===== src/rtl/timer_consts.svh =====
// constants for the eight-bit timer/counter: offsets, fields, resets, timing
// assumes 32-bit classic wishbone access and a 100 MHz reference clock
//
// What this block does
// - count wrapping from all-ones to zero raises the timer interrupt condition
// - clock source bit clear: timer mode, one step per instruction cycle
// - a software write to the count blocks counting for two instruction cycles
// - clock source bit set: counter mode, steps on external input edges
// - edge select bit clear counts rising edges, set counts falling edges
// - prescaler serves timer when assign bit clear, watchdog when set, never both
// - the prescaler count itself is neither readable nor writable by software
// - prescaler on the timer divides by 1:2 up to 1:256 in power-of-two steps
// - every wrap sets the overflow flag in the interrupt control register
// - interrupt request is blocked while the overflow enable bit is clear
// - the timer halts during sleep so an overflow cannot wake the core
// - the flag is set on every wrap, whatever the enable bits say
// - interrupt rises at once when global enable, enable and flag are all set
`ifndef TIMER_CONSTS_SVH
`define TIMER_CONSTS_SVH

// ***************************************************************
// register offsets (byte addresses)
// ***************************************************************
`define REG_COUNT_OFS   4'h0
`define REG_OPTION_OFS  4'h4
`define REG_IRQCTL_OFS  4'h8

// ***************************************************************
// field positions
// ***************************************************************
`define OPT_RATE_MSB    2
`define OPT_RATE_LSB    0
`define OPT_PSA_BIT     3
`define OPT_EDGE_BIT    4
`define OPT_SRC_BIT     5
`define IRQ_FLAG_BIT    2
`define IRQ_EN_BIT      5
`define IRQ_GIE_BIT     7

// ***************************************************************
// reset values
// ***************************************************************
`define COUNT_RESET     8'h00
`define OPTION_RESET    8'hff
`define IRQCTL_RESET    8'h00
`define COUNT_MAX       8'hff

// ***************************************************************
// timing
// ***************************************************************
`define REF_CLK_NS      10
`define INSTR_CYCLE_NS  40
`define INSTR_DIV_LAST  ((`INSTR_CYCLE_NS / `REF_CLK_NS) - 1)
`define WRITE_INHIBIT   2'd2

`endif


===== src/rtl/timer_pkg.sv =====
// types shared by the timer/counter modules
// assumes the constants header is included where the offsets are needed
package timer_pkg;
   typedef logic [7:0] byte_t;
   typedef enum logic {SRC_TIMER, SRC_COUNTER} src_mode_e;
endpackage


===== src/rtl/edge_pick.sv =====
// synchroniser and edge selector for the external count input
// assumes smp_in is the one-cycle instruction-cycle enable
`timescale 1ns/1ps
module edge_pick
   import timer_pkg::*;
(
   input  wire logic clk_in,
   input  wire logic resetn_in,
   input  wire logic smp_in,
   input  wire logic pin_in,
   input  wire logic fall_sel_in,
   output logic      ev_out
);
   logic s1, s2, s3;
   logic next_s1, next_s2, next_s3;

   // ***************************************************************
   // two-stage sync, third stage for the edge
   // ***************************************************************
   always_comb begin
      next_s1 = s1;
      next_s2 = s2;
      next_s3 = s3;
      if (smp_in) begin
         next_s1 = pin_in;
         next_s2 = s1;
         next_s3 = s2;
      end
   end

   always_ff @(posedge clk_in or negedge resetn_in) begin
      if (!resetn_in) begin
         s1 <= 1'b0;
         s2 <= 1'b0;
         s3 <= 1'b0;
      end else begin
         s1 <= next_s1;
         s2 <= next_s2;
         s3 <= next_s3;
      end
   end

   assign ev_out = smp_in & (fall_sel_in ? (s3 & ~s2) : (~s3 & s2));
endmodule


===== src/rtl/ps_divider.sv =====
// shared eight-bit prescaler, power-of-two tap selected by a rate field
// assumes ev_in is a one-cycle event pulse and clr_in clears the count
`timescale 1ns/1ps
module ps_divider
   import timer_pkg::*;
(
   input  wire logic       clk_in,
   input  wire logic       resetn_in,
   input  wire logic       clr_in,
   input  wire logic       ev_in,
   input  wire logic [2:0] rate_in,
   output logic            tick_out
);
   byte_t cnt;
   byte_t next_cnt;

   function automatic byte_t rate_mask(input logic [2:0] rate);
      rate_mask = 8'hff >> (3'd7 - rate);
   endfunction

   always_comb begin
      next_cnt = cnt;
      if (clr_in)
         next_cnt = 8'h00;
      else if (ev_in)
         next_cnt = cnt + 8'h01;
   end

   always_ff @(posedge clk_in or negedge resetn_in) begin
      if (!resetn_in)
         cnt <= 8'h00;
      else
         cnt <= next_cnt;
   end

   assign tick_out = ev_in & ~clr_in & ((cnt & rate_mask(rate_in)) == rate_mask(rate_in));

   // ***************************************************************
   // ratio check helper
   // ***************************************************************
   logic [8:0] seen;
   logic       seen_ok;
   logic [2:0] rate_q;
   always_ff @(posedge clk_in or negedge resetn_in) begin
      if (!resetn_in) begin
         seen    <= 9'h000;
         seen_ok <= 1'b0;
         rate_q  <= 3'h0;
      end else begin
         rate_q <= rate_in;
         if (clr_in || rate_q != rate_in) begin
            seen    <= 9'h000;
            seen_ok <= 1'b0;
         end else if (tick_out) begin
            seen    <= 9'h000;
            seen_ok <= 1'b1;
         end else if (ev_in) begin
            seen <= seen + 9'h001;
         end
      end
   end
endmodule


===== src/rtl/eight_bit_timer_counter.sv =====
// eight-bit timer/counter with shared prescaler and wishbone register access
// assumes a classic wishbone master on REF_CLK_IN and synchronous pin inputs
`timescale 1ns/1ps
`include "timer_consts.svh"
module eight_bit_timer_counter
   import timer_pkg::*;
(
   input  wire logic        REF_CLK_IN,
   input  wire logic        RESETN_IN,
   input  wire logic        WB_CYC_IN,
   input  wire logic        WB_STB_IN,
   input  wire logic        WB_WE_IN,
   input  wire logic [3:0]  WB_ADR_IN,
   input  wire logic [3:0]  WB_SEL_IN,
   input  wire logic [31:0] WB_DAT_IN,
   output logic      [31:0] WB_DAT_OUT,
   output logic             WB_ACK_OUT,
   input  wire logic        EXT_COUNT_IN,
   input  wire logic        SLEEP_IN,
   input  wire logic        WDT_TICK_IN,
   output logic             WDT_PRESCALED_OUT,
   output logic             IRQ_OUT
);

   // ***************************************************************
   // state
   // ***************************************************************
   byte_t      timer_count_reg;
   byte_t      option_reg;
   byte_t      irq_control_reg;
   logic [1:0] inhibit;
   logic [1:0] div_cnt;
   byte_t      next_count;
   byte_t      next_option;
   byte_t      next_irqctl;
   logic [1:0] next_inhibit;
   logic [1:0] next_div_cnt;
   logic [31:0] next_dat;
   logic       next_ack;
   logic       next_irq;
   logic       next_wdt;

   logic       icyc;
   logic       bus_req;
   logic       wr_req;
   logic       wr_count;
   logic       wr_option;
   logic       wr_irqctl;
   logic       ext_ev;
   logic       src_ev;
   logic       ps_ev;
   logic       ps_clr;
   logic       ps_tick;
   logic       inc;
   logic       wrap;
   logic       clock_source_select;
   logic       source_edge_select;
   logic       prescaler_assign;
   logic [2:0] rate;
   logic       overflow_flag;
   logic       overflow_irq_enable;
   logic       global_irq_enable;
   src_mode_e  mode;

   assign clock_source_select = option_reg[`OPT_SRC_BIT];
   assign source_edge_select  = option_reg[`OPT_EDGE_BIT];
   assign prescaler_assign    = option_reg[`OPT_PSA_BIT];
   assign rate                = option_reg[`OPT_RATE_MSB:`OPT_RATE_LSB];
   assign overflow_flag       = irq_control_reg[`IRQ_FLAG_BIT];
   assign overflow_irq_enable = irq_control_reg[`IRQ_EN_BIT];
   assign global_irq_enable   = irq_control_reg[`IRQ_GIE_BIT];
   assign mode                = clock_source_select ? SRC_COUNTER : SRC_TIMER;

   // ***************************************************************
   // wishbone decode
   // ***************************************************************
   // address match for one register offset
   function automatic logic addr_hit(input logic [3:0] adr, input logic [3:0] ofs);
      addr_hit = (adr == ofs);
   endfunction

   assign bus_req   = WB_CYC_IN & WB_STB_IN & ~WB_ACK_OUT;
   assign wr_req    = bus_req & WB_WE_IN & WB_SEL_IN[0];
   assign wr_count  = wr_req & addr_hit(WB_ADR_IN, `REG_COUNT_OFS);
   assign wr_option = wr_req & addr_hit(WB_ADR_IN, `REG_OPTION_OFS);
   assign wr_irqctl = wr_req & addr_hit(WB_ADR_IN, `REG_IRQCTL_OFS);

   always_comb begin
      next_ack = bus_req;
      next_dat = WB_DAT_OUT;
      if (bus_req) begin
         // the prescaler count has no address of its own
         case (WB_ADR_IN)
            `REG_COUNT_OFS:  next_dat = {24'h000000, timer_count_reg};
            `REG_OPTION_OFS: next_dat = {24'h000000, option_reg};
            `REG_IRQCTL_OFS: next_dat = {24'h000000, irq_control_reg};
            default:         next_dat = 32'h00000000;
         endcase
      end
   end

   // ***************************************************************
   // instruction-cycle enable, stopped in sleep
   // ***************************************************************
   always_comb begin
      next_div_cnt = div_cnt + 2'd1;
      if (div_cnt == 2'(`INSTR_DIV_LAST))
         next_div_cnt = 2'd0;
   end

   assign icyc = (div_cnt == 2'(`INSTR_DIV_LAST)) & ~SLEEP_IN;

   // ***************************************************************
   // source and prescaler routing
   // ***************************************************************
   edge_pick u_edge (
      .clk_in      (REF_CLK_IN),
      .resetn_in   (RESETN_IN),
      .smp_in      (icyc),
      .pin_in      (EXT_COUNT_IN),
      .fall_sel_in (source_edge_select),
      .ev_out      (ext_ev)
   );

   assign src_ev = (mode == SRC_COUNTER) ? ext_ev : icyc;
   assign ps_ev  = prescaler_assign ? WDT_TICK_IN : src_ev;
   assign ps_clr = wr_option & (WB_DAT_IN[`OPT_PSA_BIT] != prescaler_assign)
                 | wr_count & ~prescaler_assign;

   ps_divider u_ps (
      .clk_in    (REF_CLK_IN),
      .resetn_in (RESETN_IN),
      .clr_in    (ps_clr),
      .ev_in     (ps_ev),
      .rate_in   (rate),
      .tick_out  (ps_tick)
   );

   assign inc  = (prescaler_assign ? src_ev : ps_tick) & (inhibit == 2'd0) & ~wr_count;
   assign wrap = inc & (timer_count_reg == `COUNT_MAX);

   // ***************************************************************
   // count, inhibit and flags
   // ***************************************************************
   always_comb begin
      next_count   = timer_count_reg;
      next_option  = option_reg;
      next_irqctl  = irq_control_reg;
      next_inhibit = inhibit;
      if (wr_count) begin
         next_count   = WB_DAT_IN[7:0];
         next_inhibit = `WRITE_INHIBIT;
      end else begin
         if (inc)
            next_count = timer_count_reg + 8'h01;
         if (icyc && inhibit != 2'd0)
            next_inhibit = inhibit - 2'd1;
      end
      if (wr_option)
         next_option = WB_DAT_IN[7:0];
      if (wr_irqctl)
         next_irqctl = WB_DAT_IN[7:0];
      // set wins over a clearing write
      if (wrap)
         next_irqctl[`IRQ_FLAG_BIT] = 1'b1;
      next_irq = next_irqctl[`IRQ_GIE_BIT] & next_irqctl[`IRQ_EN_BIT]
               & next_irqctl[`IRQ_FLAG_BIT];
      next_wdt = prescaler_assign ? ps_tick : WDT_TICK_IN;
   end

   always_ff @(posedge REF_CLK_IN or negedge RESETN_IN) begin
      if (!RESETN_IN) begin
         timer_count_reg   <= `COUNT_RESET;
         option_reg        <= `OPTION_RESET;
         irq_control_reg   <= `IRQCTL_RESET;
         inhibit           <= 2'd0;
         div_cnt           <= 2'd0;
         WB_DAT_OUT        <= 32'h00000000;
         WB_ACK_OUT        <= 1'b0;
         IRQ_OUT           <= 1'b0;
         WDT_PRESCALED_OUT <= 1'b0;
      end else begin
         timer_count_reg   <= next_count;
         option_reg        <= next_option;
         irq_control_reg   <= next_irqctl;
         inhibit           <= next_inhibit;
         div_cnt           <= next_div_cnt;
         WB_DAT_OUT        <= next_dat;
         WB_ACK_OUT        <= next_ack;
         IRQ_OUT           <= next_irq;
         WDT_PRESCALED_OUT <= next_wdt;
      end
   end
endmodule


===== config.mk =====
export PLATFORM = sky130hd
export DESIGN_NAME = eight_bit_timer_counter
export DESIGN_NICKNAME = d
export VERILOG_FILES = /design/src/rtl/timer_pkg.sv /design/src/rtl/edge_pick.sv /design/src/rtl/ps_divider.sv /design/src/rtl/eight_bit_timer_counter.sv
export VERILOG_INCLUDE_DIRS = /design/src /design/src/rtl
export SDC_FILE = /design/constraint.sdc
export NUM_CORES = 1
export LEC_CHECK = 0
export ABC_AREA = 1
export BUFFER_PORTS_ARGS = -buffer_cell sky130_fd_sc_hd__buf_2
export CAP_MARGIN = 0
export CORE_MARGIN = 2
export CORE_UTILIZATION = 55
export CTS_CLUSTER_DIAMETER = 40
export DETAILED_ROUTE_END_ITERATION = 16
export GPL_TIMING_DRIVEN = 1
export PLACE_DENSITY = 0.86
export SLEW_MARGIN = 5
export SYNTH_ARGS = -nofsm -noshare
export SYNTH_HDL_FRONTEND = slang
export SYNTH_HIERARCHICAL = 1
export SYNTH_SLANG_ARGS = --single-unit

===== constraint.sdc =====
create_clock -name REF_CLK_IN -period 5.7 [get_ports REF_CLK_IN]
set_clock_uncertainty 0.2 [all_clocks]
set_input_delay 0.57 -clock REF_CLK_IN [delete_from_list [all_inputs] [get_ports REF_CLK_IN]]
set_output_delay 0.57 -clock REF_CLK_IN [all_outputs]
set_load 0.05 [all_outputs]

==> flow_metrics.py <==
metrics = {
    "outcome": {
        "status": "finished, final reports clean",
    },
    "synthesis": {
        "netlist.area_leader.share_pct": 35.5,
        "synth_cells": 372,
        "synthTopCellsByArea": "dfrtp_1 36%, nand2_1 15%, dfstp_2 7.1%, buf_4 6.1%, nand3_1 5.4%",
        "synth.distinct_cells": 34,
        "synth_top_area_cell": "dfrtp_1",
        "async_flop_share_pct": 100,
        "synthFlopType": "dfrtp_1",
        "synth_area_per_cell_um2": 7.95,
        "ys_top_cells_by_count": "120 x nand2_1, 42 x dfrtp_1, 37 x inv_1",
        "synth-edff-count": 0,
        "ys_seq_elements": 50,
        "ys_seq_area_share_pct": 42.6,
        "synth_area_mm2": 0.00296,
        "synth.most_common_cell": "nand2_1",
        "yosys_warnings": 6,
    },
    "floorplanning": {
        "row_count": 26,
        "ioPinCount": 83,
        "dieWidth_um": 77.3,
        "dieArea_mm2": 0.00598,
        "dieHeight_um": 77.3,
        "start_util_pct": 57.5,
        "core_mm2": 0.00514,
    },
    "timing": {
        "max_freq_mhz": 332,
        "whs_ns": 0.243,
        "timing.final.crit_share_pct": 52.9,
        "finalSetupViolations": 0,
        "rsz0062_at_grt": "false",
        "hold_viol_final": 0,
        "finalSetupTns_ns": 0,
        "maxSlewViolCount": 0,
        "tightest_slew_ns": 1.09,
        "fin_crit_ns": 3.02,
        "relSlewSlack_pct": 27.4,
    },
    "finish": {
        "multiInputGateArea_mm2": 0.00139,
        "layout.area.seq_mm2": 0.00126,
        "fin_area_mm2": 0.00316,
        "area_growth_pct": 6.81,
        "fin_util_pct": 61.5,
        "drive_gt1_share_pct": 21.9,
        "fill_cells": 468,
        "nNetsFinal": 457,
        "insertedDiodeCount": 0,
    },
    "min_path": {
        "hold_depth": 1,
        "hold_path.startpoint": "div_cnt[0]",
        "holdPathEnd": "div_cnt[0]",
        "hold_path.class": "reg -> reg",
    },
    "drt": {
        "drt_wl_total_um": 5770,
        "viasPerCell": 5.01,
        "dr.first_iter.drc_count": 156,
        "wl_per_cell_um": 12.1,
        "drtAntennaViolNets": 0,
        "firstDrtPassIters": 4,
        "drc": 0,
        "vias": 2385,
    },
    "grt": {
        "grt_pass1_wl_um": 9760,
        "antenna_found_initial": 0,
        "grt_usage_pct": 20.2,
        "grt_pass1_vias": 2190,
        "grt_max_degree": 51,
        "grt_overflow": 0,
    },
    "placed_design": {
        "portBuffers": 31,
        "gp_congestion": 0.869,
        "placed_cell_area_mm2": 0.00307,
        "dp_hpwl_um": 4390,
    },
    "worst_setup_path": {
        "cp_data_arrival_time_ns": 3.00,
        "r2r_cells": 18,
        "cpPeakStageDelay_ns": 0.48,
        "reg2reg_to": "timer_count_reg[4]",
        "start_kind": "flip-flop",
        "cp_slowest_cell": "a31oi_1",
        "r2r_start": "div_cnt[0]",
        "cp_top_family": "simple AND/OR/NAND/NOR gates",
        "ff2ff_setup_slack_ns": 2.68,
        "path_cells": "ha_1 > nand2_1 > inv_1 > nand2_1 > nor2_1 > nand2_1 > a31oi_1 > nand3_1 > nor2_1 > nand3_1 > nor2_1 > nor2_1 > nor2_1 > nand2_2 > nand2_1 > inv_1 > nand2_1 > nand3_1",
        "critPathBufInv": 2,
        "cp_max_fo": 8,
        "end_kind": "flip-flop",
        "cp.required_ns": 5.69,
        "path_class": "reg -> reg",
    },
    "job": {
        "max-cap-violations": 0,
    },
    "cts": {
        "numCtsBuffers": 5,
        "cts_sinks": 50,
        "cts-root-buf": "clkbuf_8",
        "cts_tree": "yes",
        "htreeDepth": 2,
        "hold_buffers": 0,
        "postCtsSetupBuffers": 0,
        "cts.clk_slew.worst_paths_ns": 0.09,
        "cts_buffer_depth": 2,
        "postCtsResizedCells": 0,
        "clk_latency_ns": 0.30,
    },
    "pwr": {
        "powerDensity_mw_per_mm2": 292,
        "p_comb_share_pct": 24.8,
        "peakVddDrop_mv": 0.165,
        "p_int_uw": 587,
        "power_frac_seq_pct": 52.1,
        "power_switching_share_pct": 36.3,
        "leakage_nw": 1.66,
        "p_switching_uw": 334,
        "p_clk_share_pct": 23.0,
    },
}
-- routing by layer --
layer  track usage [%]  routed length (um)  up-vias
met5                 0                   0        -
li1                  -                   -     1184
met4              4.11                  31        0
met2              33.9                2800       74
met3              3.95                 319        4
met1              27.5                2620     1123
-- how the worst max path moves through the flow --
stage	end	slack, ns	startpoint	cells past startpoint
2_1_floorplan	timer_count_reg[4]	3.00	SLEEP_IN	18
5_1_grt	timer_count_reg[4]	2.31	div_cnt[0]	18
3_3_place_gp	timer_count_reg[2]	2.57	SLEEP_IN	19
4_1_cts	timer_count_reg[4]	2.67	div_cnt[0]	18
3_5_place_dp	timer_count_reg[4]	2.50	SLEEP_IN	19
6_report	timer_count_reg[4]	2.68	div_cnt[0]	18
-- cell families after synthesis --
| family | Yosys count | synth area share, % |
|---|---|---|
| AOI/OAI and AO/OA | 34 | 7.91 |
| xor gates and xnor gates | 5 | 1.48 |
| adders and majority gates | 4 | 1.69 |
| buffers and inverters | 72 | 13.2 |
| DFF | 50 | 42.6 |
| other | 1 | 0.127 |
| and+or+nand+nor | 206 | 32.9 |
-- final cells by class --
type                       instances  share of cell area [%]
clock buffer                       7                    2.73
tap                               70                    2.77
sequential                        50                    39.9
inverter                          44                    5.47
timing repair buffer              31                    4.91
multi-input combinational        273                    44.0
clock inverter                     1                   0.158
-- placed cells by master, fill, tap and decap left out, types with 2 or more instances in the layout --
| cell | Yosys | layout |
|---|---|---|
| a21oi_1 | 6 | 6 |
| buf_2 | 1 | 31 |
| clkbuf_8 | 0 | 6 |
| conb_1 | 1 | 24 |
| dfrtp_1 | 42 | 42 |
| dfstp_2 | 8 | 8 |
| ha_1 | 4 | 4 |
| inv_1 | 37 | 37 |
| inv_2 | 6 | 6 |
| nand2_1 | 120 | 120 |
| nand2_2 | 12 | 12 |
| nand2_4 | 2 | 2 |
| nand3_1 | 32 | 32 |
| nand4_1 | 3 | 3 |
| nor2_1 | 26 | 26 |
| nor2_4 | 3 | 3 |
| nor2_8 | 2 | 2 |
| o211ai_1 | 6 | 6 |
| o21ai_0 | 6 | 6 |
| o21ai_1 | 2 | 2 |
| o21ai_2 | 11 | 11 |
| xor2_1 | 4 | 4 |
-- worst reg2reg max path, cell delays in order (launching register included) --
cell     delay (ns)
dfrtp_1        0.36
ha_1           0.19
nand2_1        0.06
inv_1          0.15
nand2_1        0.08
nor2_1         0.09
nand2_1        0.07
a31oi_1        0.48
nand3_1        0.15
nor2_1         0.12
nand3_1        0.07
nor2_1         0.19
nor2_1         0.06
nor2_1         0.15
nand2_2        0.16
nand2_1        0.09
inv_1          0.09
nand2_1        0.07
nand3_1        0.07
-- power groups by stage --
stage                     Clock, mW  Combinational, mW  Sequential [mW]
after detailed placement          0              0.230            0.485
after floorplan                   0              0.189            0.478
after global routing          0.229              0.257            0.490
after global placement            0              0.218            0.481
final                         0.212              0.228            0.480
after CTS                     0.217              0.230            0.479
-- metrics by stage --
stage	total power [mW]	worst slack [ns]	instances
floorplan	0.666	3.00	395
global placement	0.698	2.57	468
detailed placement	0.714	2.50	468
CTS	0.926	2.67	476
global route	0.976	2.31	476
finish	0.921	2.68	476
Power figures use the tool's default switching activity.
